--- src/verilog/rhpc_defs.svh ---
// Offsets, bit positions and timing constants of the port change flag block.
`ifndef RHPC_DEFS_SVH
`define RHPC_DEFS_SVH
`define RHPC_PORT_STATUS_OFS 8'h54
`define RHPC_INT_STATUS_OFS 8'h58
`define RHPC_INT_MASK_OFS 8'h5C
`define RHPC_CTRL_OFS 8'h60
`define RHPC_BIT_ENABLE 0
`define RHPC_BIT_SUSPEND 1
`define RHPC_BIT_OC_IND 3
`define RHPC_BIT_RESET_ST 4
`define RHPC_CTRL_DISABLE 0
`define RHPC_CTRL_RESUME 1
`define RHPC_CTRL_PER_PORT_OC 2
`define RHPC_BIT_ENC 17
`define RHPC_BIT_SUC 18
`define RHPC_BIT_OCC 19
`define RHPC_BIT_RSC 20
`define RHPC_RESET_MS 10
`define RHPC_RESUME_MS 20
`define RHPC_RESYNC_MS 3
`define RHPC_CLK_MHZ 100
`define RHPC_MS_CYCLES(ms) ((ms) * 1000 * `RHPC_CLK_MHZ)
`define RHPC_IRQ_W 4
`endif

--- src/verilog/rhpc_pkg.sv ---
// Types shared by the port change flag block.
package rhpc_pkg;
	typedef struct packed {
		logic cyc;
		logic stb;
		logic we;
		logic [7:0] adr;
		logic [3:0] sel;
		logic [31:0] dat;
	} rhpc_wb_req_s;

	typedef struct packed {
		logic reset_done;
		logic resume_done;
		logic oc_level;
		logic hw_disable;
	} rhpc_evt_s;

	typedef enum logic [1:0] {
		RHPC_IDLE = 2'b00,
		RHPC_RESET = 2'b01,
		RHPC_RESUME = 2'b10,
		RHPC_RESYNC = 2'b11
	} rhpc_state_e;
endpackage

--- src/verilog/rhpc_port_flags.sv ---
// Root hub port change flags with Wishbone register access and interrupt.
//
// Behaviour
// [RULE1] Software writes reserved status bits with their reset value, zero.
// [RULE2] Reset change flag, bit 20, sets when the 10 ms port reset ends.
// [RULE3] Writing one clears a change flag; writing zero leaves it alone.
// [RULE4] Overcurrent change flag, bit 19, is meaningful only with per-port reporting.
// [RULE5] Overcurrent change flag sets whenever the overcurrent indicator changes; here it sets only while per-port reporting is on.
// [RULE6] Suspend change flag, bit 18, sets after resume pulse, EOP and resync.
// [RULE7] Suspend change flag clears whenever the reset change flag becomes set.
// [RULE8] Enable change flag, bit 17, sets when hardware clears port enable.
// [RULE9] Software changes to port enable never set the enable change flag.
// [RULE10] Bits 31 to 21 are reserved and read as zero.
// [RULE11] All change flags read zero after reset until a port event.
//
// Implementation choice: register access over Wishbone.
`timescale 1ns/1ps
`include "rhpc_defs.svh"
module rhpc_port_flags #(
	parameter int RESET_CYC = `RHPC_MS_CYCLES(`RHPC_RESET_MS),
	parameter int RESUME_CYC = `RHPC_MS_CYCLES(`RHPC_RESUME_MS),
	parameter int RESYNC_CYC = `RHPC_MS_CYCLES(`RHPC_RESYNC_MS)
) (
	input wire logic clk_i,
	input wire logic rst_i,
	input wire logic wb_cyc_i,
	input wire logic wb_stb_i,
	input wire logic wb_we_i,
	input wire logic [7:0] wb_adr_i,
	input wire logic [3:0] wb_sel_i,
	input wire logic [31:0] wb_dat_i,
	output logic [31:0] wb_dat_o,
	output logic wb_ack_o,
	input wire logic overcurrent_pin_i,
	input wire logic hw_disable_pin_i,
	input wire logic eop_done_i,
	output logic port_reset_o,
	output logic port_resume_o,
	output logic irq_o
);
	import rhpc_pkg::*;

	// --------------------------------------------------------------------
	// Synchronised pins and sequencer
	// --------------------------------------------------------------------
	logic [1:0] pins_sync;
	rhpc_state_e seq_state;
	logic reset_done;
	logic resume_done;
	logic start_reset;
	logic start_resume;

	rhpc_sync #(
		.W(2)
	) u_sync (
		.clk_i(clk_i),
		.rst_i(rst_i),
		.d_i({overcurrent_pin_i, hw_disable_pin_i}),
		.q_o(pins_sync)
	);

	rhpc_timer #(
		.RESET_CYC(RESET_CYC),
		.RESUME_CYC(RESUME_CYC),
		.RESYNC_CYC(RESYNC_CYC)
	) u_timer (
		.clk_i(clk_i),
		.rst_i(rst_i),
		.start_reset_i(start_reset),
		.start_resume_i(start_resume),
		.eop_done_i(eop_done_i),
		.state_o(seq_state),
		.reset_done_o(reset_done),
		.resume_done_o(resume_done)
	);

	// --------------------------------------------------------------------
	// Bus decode
	// --------------------------------------------------------------------
	rhpc_wb_req_s req;
	logic wr_hit;
	logic rd_go;
	logic [31:0] status_ones;
	logic [31:0] ctrl_ones;

	assign req = '{cyc: wb_cyc_i, stb: wb_stb_i, we: wb_we_i, adr: wb_adr_i,
		sel: wb_sel_i, dat: wb_dat_i};
	// Ack is one cycle late and drops after a cycle, so a request still held is taken again every second cycle.
	assign wr_hit = req.cyc && req.stb && req.we && !wb_ack_o;
	assign rd_go = req.cyc && req.stb && !wb_ack_o;

	function automatic logic [31:0] byte_mask(input logic [3:0] sel);
		byte_mask = {{8{sel[3]}}, {8{sel[2]}}, {8{sel[1]}}, {8{sel[0]}}};
	endfunction

	// Write-one strobes per bit; plain vectors keep every decode in the sensitivity lists.
	always_comb begin
		status_ones = 32'h0;
		ctrl_ones = 32'h0;
		if (wr_hit && req.adr == `RHPC_PORT_STATUS_OFS) begin
			status_ones = byte_mask(req.sel) & req.dat;
		end
		if (wr_hit && req.adr == `RHPC_CTRL_OFS) begin
			ctrl_ones = byte_mask(req.sel) & req.dat;
		end
	end

	// --------------------------------------------------------------------
	// Port state and change flags
	// --------------------------------------------------------------------
	logic enable_status;
	logic suspend_status;
	logic port_overcurrent_indicator;
	logic reset_change_flag;
	logic overcurrent_change_flag;
	logic suspend_change_flag;
	logic enable_change_flag;
	logic per_port_oc;
	logic [`RHPC_IRQ_W-1:0] irq_mask;
	logic next_enable_status;
	logic next_suspend_status;
	logic next_oc_indicator;
	logic next_rsc;
	logic next_occ;
	logic next_suc;
	logic next_enc;
	logic next_per_port_oc;
	logic [`RHPC_IRQ_W-1:0] next_irq_mask;
	logic hw_disable;

	assign hw_disable = pins_sync[0] && enable_status;
	assign start_reset = status_ones[`RHPC_BIT_RESET_ST] && seq_state == RHPC_IDLE;
	assign start_resume = suspend_status && !status_ones[`RHPC_BIT_SUSPEND]
		&& ctrl_ones[`RHPC_CTRL_RESUME] && seq_state == RHPC_IDLE;

	always_comb begin
		next_enable_status = enable_status;
		next_suspend_status = suspend_status;
		next_oc_indicator = pins_sync[1];
		next_per_port_oc = per_port_oc;
		next_irq_mask = irq_mask;
		// Software enable/suspend writes: these never touch the enable change flag.
		// [RULE9] software enable ignored
		if (status_ones[`RHPC_BIT_ENABLE]) begin
			next_enable_status = 1'b1;
		end
		if (status_ones[`RHPC_BIT_SUSPEND]) begin
			next_suspend_status = 1'b1;
		end
		if (ctrl_ones[`RHPC_CTRL_DISABLE]) begin
			next_enable_status = 1'b0;
		end
		if (hw_disable || reset_done == 1'b0 && seq_state == RHPC_RESET) begin
			next_enable_status = 1'b0;
		end
		if (reset_done) begin
			next_enable_status = 1'b1;
		end
		if (resume_done) begin
			next_suspend_status = 1'b0;
		end
		if (wr_hit && req.adr == `RHPC_CTRL_OFS && req.sel[0]) begin
			next_per_port_oc = req.dat[`RHPC_CTRL_PER_PORT_OC];
		end
		if (wr_hit && req.adr == `RHPC_INT_MASK_OFS && req.sel[0]) begin
			next_irq_mask = req.dat[`RHPC_IRQ_W-1:0];
		end
		// Flags: hardware set wins over a same-cycle software clear.
		// [RULE3] write one clears
		next_rsc = reset_change_flag && !status_ones[`RHPC_BIT_RSC];
		next_occ = overcurrent_change_flag && !status_ones[`RHPC_BIT_OCC];
		next_suc = suspend_change_flag && !status_ones[`RHPC_BIT_SUC];
		next_enc = enable_change_flag && !status_ones[`RHPC_BIT_ENC];
		// [RULE2] reset end sets flag
		if (reset_done) begin
			next_rsc = 1'b1;
		end
		// [RULE5] indicator change sets flag
		// [RULE4] only meaningful per port
		if (next_oc_indicator != port_overcurrent_indicator && per_port_oc) begin
			next_occ = 1'b1;
		end
		// [RULE6] resume complete sets flag
		if (resume_done) begin
			next_suc = 1'b1;
		end
		// [RULE7] reset change clears suspend
		if (reset_done) begin
			next_suc = 1'b0;
		end
		// [RULE8] hardware disable sets flag
		if (hw_disable) begin
			next_enc = 1'b1;
		end
	end

	// [RULE11] flags zero after reset
	always_ff @(posedge clk_i) begin
		if (rst_i) begin
			enable_status <= 1'b0;
			suspend_status <= 1'b0;
			port_overcurrent_indicator <= 1'b0;
			reset_change_flag <= 1'b0;
			overcurrent_change_flag <= 1'b0;
			suspend_change_flag <= 1'b0;
			enable_change_flag <= 1'b0;
			per_port_oc <= 1'b1;
			irq_mask <= '0;
		end else begin
			enable_status <= next_enable_status;
			suspend_status <= next_suspend_status;
			port_overcurrent_indicator <= next_oc_indicator;
			reset_change_flag <= next_rsc;
			overcurrent_change_flag <= next_occ;
			suspend_change_flag <= next_suc;
			enable_change_flag <= next_enc;
			per_port_oc <= next_per_port_oc;
			irq_mask <= next_irq_mask;
		end
	end

	// --------------------------------------------------------------------
	// Read data, acknowledge and outputs
	// --------------------------------------------------------------------
	logic [31:0] status_word;
	logic [`RHPC_IRQ_W-1:0] flags;
	logic [31:0] next_dat;

	assign flags = {reset_change_flag, overcurrent_change_flag, suspend_change_flag,
		enable_change_flag};

	// [RULE10] reserved bits read zero
	always_comb begin
		status_word = 32'h0;
		status_word[`RHPC_BIT_ENABLE] = enable_status;
		status_word[`RHPC_BIT_SUSPEND] = suspend_status;
		status_word[`RHPC_BIT_OC_IND] = port_overcurrent_indicator;
		status_word[`RHPC_BIT_RESET_ST] = seq_state == RHPC_RESET;
		status_word[`RHPC_BIT_ENC] = enable_change_flag;
		status_word[`RHPC_BIT_SUC] = suspend_change_flag;
		status_word[`RHPC_BIT_OCC] = overcurrent_change_flag;
		status_word[`RHPC_BIT_RSC] = reset_change_flag;
		case (req.adr)
		`RHPC_PORT_STATUS_OFS: next_dat = status_word;
		`RHPC_INT_STATUS_OFS: next_dat = {28'h0, flags};
		`RHPC_INT_MASK_OFS: next_dat = {28'h0, irq_mask};
		`RHPC_CTRL_OFS: next_dat = {31'h0, per_port_oc} << `RHPC_CTRL_PER_PORT_OC;
		default: next_dat = 32'h0;
		endcase
	end

	always_ff @(posedge clk_i) begin
		if (rst_i) begin
			wb_ack_o <= 1'b0;
			wb_dat_o <= 32'h0;
			port_reset_o <= 1'b0;
			port_resume_o <= 1'b0;
			irq_o <= 1'b0;
		end else begin
			wb_ack_o <= rd_go;
			wb_dat_o <= rd_go ? next_dat : 32'h0;
			// A copy of the sequencer phase: each pulse lasts exactly its phase length.
			port_reset_o <= seq_state == RHPC_RESET;
			port_resume_o <= seq_state == RHPC_RESUME;
			irq_o <= |(next_irq_mask & {next_rsc, next_occ, next_suc, next_enc});
		end
	end
endmodule

--- src/verilog/rhpc_timer.sv ---
// Millisecond phase sequencer: port reset, resume pulse and resynchronisation.
`timescale 1ns/1ps
`include "rhpc_defs.svh"
module rhpc_timer #(
	parameter int RESET_CYC = `RHPC_MS_CYCLES(`RHPC_RESET_MS),
	parameter int RESUME_CYC = `RHPC_MS_CYCLES(`RHPC_RESUME_MS),
	parameter int RESYNC_CYC = `RHPC_MS_CYCLES(`RHPC_RESYNC_MS)
) (
	input wire logic clk_i,
	input wire logic rst_i,
	input wire logic start_reset_i,
	input wire logic start_resume_i,
	input wire logic eop_done_i,
	output rhpc_pkg::rhpc_state_e state_o,
	output logic reset_done_o,
	output logic resume_done_o
);
	import rhpc_pkg::*;

	rhpc_state_e state;
	rhpc_state_e next_state;
	logic [31:0] count;
	logic [31:0] next_count;
	logic eop_seen;
	logic next_eop_seen;
	logic next_reset_done;
	logic next_resume_done;

	assign state_o = state;

	always_comb begin
		next_state = state;
		next_count = count;
		next_eop_seen = eop_seen;
		next_reset_done = 1'b0;
		next_resume_done = 1'b0;
		case (state)
		RHPC_IDLE: begin
			next_count = 32'h0;
			if (start_reset_i) begin
				next_state = RHPC_RESET;
			end else if (start_resume_i) begin
				next_state = RHPC_RESUME;
			end
		end
		RHPC_RESET: begin
			next_count = count + 32'h1;
			if (count == 32'(RESET_CYC - 1)) begin
				next_state = RHPC_IDLE;
				next_reset_done = 1'b1;
			end
		end
		RHPC_RESUME: begin
			next_count = count + 32'h1;
			next_eop_seen = 1'b0;
			if (count >= 32'(RESUME_CYC - 1)) begin
				next_count = 32'h0;
				next_state = RHPC_RESYNC;
			end
		end
		RHPC_RESYNC: begin
			// The low-speed end-of-packet must be seen before the delay may finish.
			if (eop_done_i) begin
				next_eop_seen = 1'b1;
			end
			if (eop_seen || eop_done_i) begin
				next_count = count + 32'h1;
			end
			if (count == 32'(RESYNC_CYC - 1)) begin
				next_state = RHPC_IDLE;
				next_resume_done = 1'b1;
			end
		end
		default: begin
			next_state = RHPC_IDLE;
		end
		endcase
	end

	always_ff @(posedge clk_i) begin
		if (rst_i) begin
			state <= RHPC_IDLE;
			count <= 32'h0;
			eop_seen <= 1'b0;
			reset_done_o <= 1'b0;
			resume_done_o <= 1'b0;
		end else begin
			state <= next_state;
			count <= next_count;
			eop_seen <= next_eop_seen;
			reset_done_o <= next_reset_done;
			resume_done_o <= next_resume_done;
		end
	end
endmodule

--- src/verilog/rhpc_sync.sv ---
// Two-flop synchroniser for asynchronous port pins.
`timescale 1ns/1ps
module rhpc_sync #(
	parameter int W = 1
) (
	input wire logic clk_i,
	input wire logic rst_i,
	input wire logic [W-1:0] d_i,
	output logic [W-1:0] q_o
);
	logic [W-1:0] meta;
	logic [W-1:0] next_meta;

	always_comb begin
		next_meta = d_i;
	end

	always_ff @(posedge clk_i) begin
		if (rst_i) begin
			meta <= '0;
			q_o <= '0;
		end else begin
			meta <= next_meta;
			q_o <= meta;
		end
	end
endmodule

--- config.mk ---
export PLATFORM = sky130hd
export DESIGN_NAME = rhpc_port_flags
export DESIGN_NICKNAME = d
export VERILOG_FILES = /design/src/verilog/rhpc_pkg.sv /design/src/verilog/rhpc_port_flags.sv /design/src/verilog/rhpc_timer.sv /design/src/verilog/rhpc_sync.sv
export VERILOG_INCLUDE_DIRS = /design/src /design/src/verilog
export SDC_FILE = /design/constraint.sdc
export NUM_CORES = 1
export LEC_CHECK = 0
export BUFFER_PORTS_ARGS = -buffer_cell sky130_fd_sc_hd__buf_2
export CAP_MARGIN = 20
export CORE_MARGIN = 2
export CORE_UTILIZATION = 44
export CTS_CLUSTER_SIZE = 8
export DETAILED_ROUTE_END_ITERATION = 16
export PLACE_DENSITY = 0.8
export SYNTH_ARGS = -nofsm -noshare
export SYNTH_HDL_FRONTEND = slang
export SYNTH_SLANG_ARGS = --single-unit
--- constraint.sdc ---
create_clock -name clk_i -period 5.12 [get_ports clk_i]
set_clock_uncertainty 0.15 [all_clocks]
set_input_delay 0 -clock clk_i [delete_from_list [all_inputs] [get_ports clk_i]]
set_output_delay 0 -clock clk_i [all_outputs]
set_load 0.02 [all_outputs]
======== Yosys cells after proc, flatten, opt, wreduce, memory -nomap -nowiden ========
Cells that the tools add are included.
word-level totals
  register bits after elaboration ......... 89
  word-level logic and storage cells ...... 109
  bits of input ports ..................... 52
cells by class
  equality and inequality tests ........... 16
  reduce and logical (&&, ||, !) cells .... 38
  order comparisons ....................... 1
  muxes and demuxes ....................... 26
  add/subtract/negate cells ............... 1
  bitwise operators ....................... 6
operators by type and width
  kind                                                                                    number
  32-bit case mux with 4 select lines                                                     1
  21-bit case mux with 4 select lines                                                     1
  32-bit 2-to-1 mux                                                                       2
  32-bit by 1-bit adder with 32-bit output (second input constant)                        1
  32-bit by 19-bit equality test with 1-bit output (second input constant)                1
  32-bit by 20-bit equality test with 1-bit output (second input constant)                1
  8-bit by 7-bit equality test with 1-bit output (second input constant)                  4
  32-bit by 21-bit greater-or-equal comparator with 1-bit output (second input constant)  1
  21-bit bitwise AND                                                                      1
  21-bit 2-to-1 mux                                                                       1
  1-bit logical AND                                                                       20
  1-bit 2-to-1 mux                                                                        12
  2-bit 2-to-1 mux                                                                        6
  2-bit by 1-bit != test with 1-bit output (second input constant)                        4
  2-bit case mux with 4 select lines                                                      1
  2-bit OR reduction                                                                      4
  1-bit logical NOT                                                                       6
  4-bit bitwise AND                                                                       1
  2-bit equality test (second input constant)                                             2
  4-bit 2-to-1 mux                                                                        1
  1-bit inverter                                                                          4
  4-bit AND reduction                                                                     1
  4-bit nonzero test                                                                      1
  4-bit OR reduction                                                                      1
  other kinds (9)                                                                         10

======== Longest topological paths before layout ========
Gate-level depths: netlist (run 1).
  depth in word-level cells ............... 12
  depth in mapped cells ................... 8

======== Hierarchy ========
A second synthesis (run 1) with hierarchy kept.
unflattened totals
  cell total of the unflattened synthesis .. 373
  area total of the unflattened synthesis .. 3260.6 um2
modules (own cells, without submodules)
  module           cells an instance  times used  area an instance (um2)
  rhpc_timer       227                1           1900.6
  rhpc_port_flags  138                1           1255.0
  rhpc_sync        8                  1           105.1

======== Least setup slack after synthesis (run 1) ========
Ideal clock, no wire load.
  path kind ............................... register -> register
  from .................................... register u_timer.count[0]
  to ...................................... register u_timer.state[0], in the netlist u_timer.state_o[0]
  data required time ...................... 4.838 ns
  setup time .............................. 0.132 ns
  stages on the path, launching flop included .. 8
  path slack .............................. 2.914 ns
  arrival ................................. 1.923 ns
  clock period less this slack ............ 2.206 ns
  buffers on the path ..................... 0
  cells stage by stage .................... dfxtp_1 -> ha_1 -> nor4bb_1 -> nand3b_1 -> or4_1 -> mux2_2 -> o21ai_1 -> a21oi_1
on the way
  longest elaborated chain between the ends .. 3
  elaborated cells on any way between the ends .. 7
ends and longest elaborated chain
  item                                                                                    RTL line          text
  start: declaration                                                                      rhpc_timer.sv:22  logic [31:0] count;
  start signal: assignment                                                                rhpc_timer.sv:89  count <= next_count;
  32-bit by 21-bit greater-or-equal comparator with 1-bit output (tied with other cells)  rhpc_timer.sv:56  if (count >= 32'(RESUME_CYC - 1)) begin
  2-bit by 1-bit != test with 1-bit output (no line)                                      --
  4-bit AND reduction (no line) (*)                                                       --
  end signal: assignment                                                                  rhpc_timer.sv:88  state <= next_state;
  end: declaration                                                                        rhpc_timer.sv:20  rhpc_state_e state;
Mark *: on every way between the ends. The rest lies on a longest branch, timed or not.
A chain may end at the register's enable or synchronous reset.

======== Worst setup path in the final report (run 1) ========
  from .................................... input port wb_adr_i[1]
  to ...................................... register per_port_oc
on the way
  longest elaborated chain between the ends .. 3
ends and longest elaborated chain
  item                                            RTL line                text
  start: declaration                              rhpc_port_flags.sv:29   input wire logic [7:0] wb_adr_i,
  8-bit by 7-bit equality test with 1-bit output  --
  1-bit logical AND (no line)                     --
  1-bit logical AND                               rhpc_port_flags.sv:162  if (wr_hit && req.adr == `RHPC_CTRL_OFS && req.sel[0]) begin
  end signal: assignment                          rhpc_port_flags.sv:217  per_port_oc <= next_per_port_oc;
  end: declaration                                rhpc_port_flags.sv:118  logic per_port_oc;
No other way between the ends.

==> results of run 1 <==
-- report_power, final --
| part | leakage, µW | internal (µW) | switching, µW |
|---|---|---|---|
| registers | 0.000533 | 515 | 1.48 |
| logic | 0.000875 | 22.8 | 33.9 |
| clock network | 0.0000822 | 178 | 216 |
| total | 0.00149 | 717 | 251 |
-- cells in the final DEF (no fill, tap or decap), drive strengths merged, types with 11 or more instances in the layout --
master       netlist  final
dlygate4sd3        0     26
nand2             29     29
nor3              17     17
and3              15     15
conb               1     23
buf               27     39
nand3             21     21
xor2              12     12
a21oi             14     14
nor2              41     41
nand4             15     15
inv                9     11
dfxtp             66     66
-- stage by stage --
stage	instances	area, µm²
floorplan	414	3360
global placement	513	3440
detailed placement	513	3440
CTS	555	3870
global route	555	3870
finish	555	3870
-- timing repair --
action / CTS / global route
hold endpoints to repair: 24 / 0
hold buffers: 26 / 0
setup buffers: 0 / 0
-- metal layers --
metal	wire length (µm)	share of wire, %	vias up
met5	0	0	-
met4	159	2.1	0
met2	3750	49	113
met1	3370	44	1381
met3	400	5.2	14
li1	-	-	1484
-- cell type report --
type,instances,share of cell area [%]
clock buffers,9,3.20
clock inverters,7,1.39
inverters,9,0.872
multi-input cells,300,45.5
flip-flops and latches,66,34.1
well taps,99,3.20
repair buffers,65,11.8
-- state kept, by name, indices dropped and copies added, names as in the netlist, 2 cells and up --
name / flops
irq_mask: 4
u_sync.q_o: 2
wb_dat_o: 9
u_timer.count: 32
u_sync.meta: 2
u_timer.state_o: 2
-- worst register-to-register path: cells and delay by family (launching register included) --
kind	cells	cell delay, ns
AOI/OAI and AO/OA	3	0.80
and+or+nand+nor	2	0.83
adders and majority gates	1	0.33
DFF	1	0.44
-- cell usage after synthesis (3+ instances only) --
cell type | instances | area (µm²)
a21oi_1 | 14 | 70.1
a22oi_1 | 3 | 22.5
a31oi_1 | 6 | 37.5
and2_1 | 3 | 18.8
and3_1 | 15 | 93.8
and4_1 | 6 | 52.6
buf_4 | 23 | 173
clkbuf_1 | 12 | 45.0
dfxtp_1 | 66 | 1320
inv_1 | 9 | 33.8
mux2_2 | 4 | 45.0
mux2i_1 | 5 | 50.1
nand2_1 | 29 | 109
nand2b_1 | 5 | 31.3
nand3_1 | 21 | 105
nand3b_1 | 5 | 37.5
nand4_1 | 15 | 93.8
nor2_1 | 41 | 154
nor2b_1 | 8 | 50.1
nor3_1 | 16 | 80.1
nor4_1 | 10 | 62.6
nor4bb_1 | 3 | 30.0
o21ai_0 | 7 | 35.0
o21ai_1 | 3 | 15.0
o22ai_1 | 5 | 31.3
o31ai_1 | 5 | 37.5
or3_1 | 4 | 25.0
xnor2_1 | 7 | 61.3
xor2_1 | 12 | 105
-- path summary, 6_finish.rpt --
check                                              startpoint                             end  depth (start not counted)
worst max-delay path                              wb_adr_i[1]        per_port_oc$_SDFFE_PP1P_                          8
worst min-delay path                              wb_adr_i[4]          wb_dat_o[2]$_SDFF_PP0_                          5
worst max register to register  u_timer.count[0]$_SDFFE_PP0P_  u_timer.count[29]$_SDFFE_PP0P_                          6
worst min register to register      u_sync.meta[1]$_SDFF_PP0_        u_sync.q_o[1]$_SDFF_PP0_                          1
-- cell families (layout without fill, tap and decap cells) --
logic type                 after synthesis  in the layout  share of synthesized area (%)
muxes                                    9              9                           2.90
DFF                                     66             66                           40.3
xor gates and xnor gates                19             19                           5.08
buffers and inverters                   48             90                           8.40
and+or+nand+nor                        195            195                           32.6
AOI/OAI and AO/OA                       53             53                           10.2
other                                    1             23                          0.114
adders and majority gates                1              1                          0.382
==> out/results.ini, run 1 <==
[clock_tree]
cts_buffer_depth=2
cts_buffers=9
cts_max_level=3
ctsRootBufferMaster=clkbuf_8
clock-sinks=66
cts.repair.resized=0
path_clk_slew_ns=0.07
clkLatencyLatePin_ns=0.34
cts_tree=built

[timing]
fmax_ghz=0.354
finalCriticalPeriod_ns=2.82
holdWs_ns=0.0130
finalCritPeriodShare_pct=55.2
relSlewSlack_pct=50.6
final_hold_viol_count=0
finalSetupViolations=0
slew_viol_final=0
layout_setup_ws_ns=2.30
tns_ns=0
grt_setup_unrepaired=no
max_slew.worst_pin.slew_ns=0.741

[pwr]
p_leak_uw=0.00149
p_per_area_nw_per_um2=250
power_uw=968
vdd_drop_max_mv=0.137

[drt]
initialDrtViolationCount=242
ant_nets=0
drc_errors=0
wl_per_cell_um=13.8
dr.pass1.iters=5
vias=2992
routed_via_density=5.39
drt_wl_total_um=7690

[final_layout]
fillers=658
multi_input_area_um2=1760
syn2layout_area_growth_pct=18.3
diodes=0
seqCellArea_um2=1320
drive_gt1_share_pct=13.8
final_core_util_pct=53.7
nNetsFinal=504

[job]
drv_cap=0

[floorplan]
rows=31
io_pins=88
die_y_um=90.3
die-area_um2=8150
initial_utilization_pct=45.4
die_w_um=90.3
core_area_um2=7210

[grt]
track_usage_pct=19.2
grt-ovfl-total=0
grt_most_used_layer=met2
met3_usage_pct=4.42
grt_use_met2_pct=32.1
use_met1_pct=23.5
grt_max_degree=35
grt_pass1_wl_um=12900
grt_pass1_vias=2769
grt_antenna_before_repair=0

[critical_path]
worst-setup-path-type=input port to flip-flop
cp_num_buf_inv=4
ff2ff_setup_slack_ns=2.46
slowest_delay_ns=0.57
crit_arrival_ns=2.97
critPathMaxFanout=4
start_kind=input port
crit_family=buffers and inverters
worstPathRequired_ns=5.26
worst_setup_path_end_kind=flip-flop
crit_top_cell=dlygate4sd3_1
path_cells=dlygate4sd3_1, buf_2, or4b_4, nor3_1, nand2_1, dlygate4sd3_1, o211ai_1, dlygate4sd3_1
cpMaxStageDelayCell=dlygate4sd3_1

[place]
dpl.hpwl_um=5110
dp_slack_ns=2.49
io_buffers=39
gp_congestion=0.878

[synthesis]
syn_inst=392
ys_ff_latch=66
synth_flop_cell=dfxtp_1
synth_area_um2=3280
async_flop_share_pct=0
synth_edf_count=0
synthDistinctLibCells=52
yosys_warnings=0
syn_avg_cell_area_um2=8.36
seq_area_frac_synth_pct=40.3

[outcome]
status=complete, no violations

[worst_hold_path]
hold_class=input port to flip-flop

Note: power is estimated with default switching activity, not from simulation.
==> run 2: changes to the inputs <==
--- a/config.mk
+++ b/config.mk
@@ -6,6 +6,7 @@
 export SDC_FILE = /design/constraint.sdc
 export NUM_CORES = 1
 export LEC_CHECK = 0
+export ABC_AREA = 1
 export BUFFER_PORTS_ARGS = -buffer_cell sky130_fd_sc_hd__buf_2
 export CAP_MARGIN = 20
 export CORE_MARGIN = 2
==> constraint.sdc (replaced) <==
create_clock -name clk_i -period 2.58 [get_ports clk_i]
set_clock_uncertainty 0.15 [all_clocks]
set_input_delay 0 -clock clk_i [delete_from_list [all_inputs] [get_ports clk_i]]
set_output_delay 0 -clock clk_i [all_outputs]
set_load 0.02 [all_outputs]
==> out/results.ini, run 2 <==
[final_layout]
syn2layout_area_growth_pct=15.2
drive_gt1_share_pct=11.8
diodes=0
reg_top3=u_timer.count (32), wb_dat_o (9), irq_mask (4)
largest_reg_flops=32
mostFrequentLayoutCell=nand2_1
layout_common_cells=nand2_1, nor2_1, inv_1
nNetsFinal=787
regMostFlops=u_timer.count
fillers=888
final_core_util_pct=51.8

[critical_path]
cp_num_buf_inv=4
r2r-start=wb_ack_o$_SDFF_PP0_
endpoint=irq_o$_SDFF_PP0_
worstPathRequired_ns=2.67
slowest_delay_ns=0.58
reg2reg_to=irq_o$_SDFF_PP0_
cpMaxStageDelayCell=dlygate4sd3_1
startpoint=wb_adr_i[2]
crit_cells=12
crit_family=buffers and inverters
critPathMaxFanout=10
worst_setup_path_end_kind=flip-flop
path_cells=dlygate4sd3_1, buf_2, inv_1, nor2_1, nand2_1, nor2_4, nand4_1, dlygate4sd3_1, a21oi_1, nor2_1, nor2_1, nand2_1
ff2ff_setup_slack_ns=0.30
worst-setup-path-type=input port to flip-flop
crit_top_cell=nor2_1
start_kind=input port
worst_r2r_path_depth=9
crit_arrival_ns=2.38

[pwr]
p_comb_share_pct=6.2
power_uw=1990
switching_share_pct=24.0
vdd_drop_max_mv=0.271
p_leak_uw=0.00207
clockPowerShare_pct=42.1
power_switching_uw=477
intPower_uw=1510
p_per_area_nw_per_um2=417
p_seq_share_pct=51.7

[timing]
final_hold_viol_count=0
fmax_ghz=0.438
tns_ns=0
layout_setup_ws_ns=0.296
finalCritPeriodShare_pct=88.5
grt_setup_unrepaired=no
finalCriticalPeriod_ns=2.28
holdWs_ns=0.0164
finalSetupViolations=0
max_slew.worst_pin.slew_ns=0.522
slew_viol_final=0
relSlewSlack_pct=65.2

[synthesis]
synth_mux_area_share_pct=0
seq_area_frac_synth_pct=32.0
synth_edf_count=0
synth_common_cells=nand2_1, nor2_1, inv_1, dfxtp_1, a21oi_1
synth.area.top_cells=dfxtp_1, nand2_1, nor2_1, inv_1, a21oi_1
synth_flop_cell=dfxtp_1
yosys.area.top_type=dfxtp_1
yosys.area.top_type_share_pct=32.0
syn_inst=675
synthAdderAreaFrac_pct=0.303
synthDistinctLibCells=30
ys_ff_latch=66
syn_avg_cell_area_um2=6.13
synthXorXnorAreaFrac_pct=2.33
yosys_warnings=0
synth_area_um2=4140
async_flop_share_pct=0
synth_compound_area_share_pct=7.44
yosys.area_share.simple_pct=42.8
synth_top_family_by_area=simple AND/OR/NAND/NOR gates
yosysMostFrequentCell=nand2_1

[clock_tree]
cts_buffer_depth=2
cts_max_level=3
path_clk_slew_ns=0.07
clkLatencyLatePin_ns=0.35
cts_setup_buffers=0
ctsRootBufferMaster=clkbuf_8
cts_tree=built
clock-sinks=66
cts_buffers=9
cts.repair.resized=0
postCtsHoldBufs=24

[grt]
grt_antenna_before_repair=0
track_usage_pct=21.5
grt-ovfl-total=0
grt_pass1_wl_um=17400
grt_max_degree=51
grt_pass1_vias=3782

[place]
dpl.hpwl_um=7320
gp_congestion=0.960
io_buffers=39
dp_slack_ns=0.418

[drt]
wl_met3_um=781
initialDrtViolationCount=285
drc_errors=0
wl_per_cell_um=12.2
drt-met1-wl_um=4620
routed.top_layer=met4
dr_wl_met2_um=4820
routed_via_density=4.97
drt_wl_total_um=10400
ant_nets=0
vias=4227
dr.pass1.iters=5

[floorplan]
initial_utilization_pct=45.0
die_y_um=101
die-area_um2=10200
rows=35
io_pins=88
core_area_um2=9200
die_w_um=101

[worst_hold_path]
hold_path_depth=6
hold_class=input port to flip-flop

[job]
drv_cap=0

[outcome]
status=complete, no violations

run 2: cell types whose count changed after synthesis, sizes merged, moves of 10 or more:
cell,before,now
a21oi,14,40
nor4,10,0
inv,9,93
and3,15,0
nand2,29,199
nor2,41,110
nand3,21,51
run 2: kinds of logic (layout without fill, tap and decap cells):
kind of cell | after synthesis | in the layout
adders and majority gates | 1 | 1
buffers and inverters | 136 | 178
AOI/OAI and AO/OA | 58 | 58
and+or+nand+nor | 402 | 402
other | 1 | 23
DFF | 66 | 66
xor gates and xnor gates | 11 | 11
run 2: worst reg2reg max path, delay by kind of cell (launching register included):
kind | cells | cell delay [ns]
compound gates | 1 | 0.24
buf+inv | 2 | 0.69
flops | 1 | 0.32
simple gates | 6 | 0.77
run 2: area by class of cell:
type / instances / area, µm² / area share (%)
Tap cell: 111 / 139 / 2.91
Clock buffer: 11 / 131 / 2.76
Multi-Input combinational cell: 495 / 2280 / 47.9
Timing Repair Buffer: 69 / 488 / 10.2
Sequential cell: 66 / 1320 / 27.7
Clock inverter: 5 / 55.1 / 1.16
Inverter: 93 / 349 / 7.32
run 2: routing by layer:
layer / up-vias / global-route usage [%]
met1: 1862 / 27.6
met5: - / 0
li1: 2191 / -
met2: 155 / 35.2
met4: 0 / 6.96
met3: 19 / 5.76
run 2: how the worst min path moves through the flow:
| stage | end | slack, ns | start |
|---|---|---|---|
| finish | wb_dat_o[20]$_SDFF_PP0_ | 0.02 | wb_adr_i[1] |
| global route | wb_dat_o[4]$_SDFF_PP0_ | 0.05 | wb_adr_i[1] |
| CTS | suspend_change_flag$_SDFF_PP0_ | 0.00004 | wb_sel_i[2] |
| detailed placement | u_sync.meta[1]$_SDFF_PP0_ | 0.06 | overcurrent_pin_i |
| global placement | u_sync.meta[1]$_SDFF_PP0_ | 0.06 | overcurrent_pin_i |
| floorplan | u_sync.meta[0]$_SDFF_PP0_ | -0.04 | hw_disable_pin_i |
run 2: power groups by stage:
stage	Clock, µW	Combinational (µW)	Sequential (µW)
finish	836	124	1030
global route	913	135	1030
CTS	858	119	1030
detailed placement	0	95.5	1050
global placement	0	94.9	1050
floorplan	0	89.2	1050
run 2: stage by stage:
stage / std cells / instance area [µm²]
2_1_floorplan: 697 / 4220
3_3_place_gp: 809 / 4320
3_5_place_dp: 809 / 4320
4_1_cts: 849 / 4750
5_1_grt: 850 / 4770
6_report: 850 / 4770
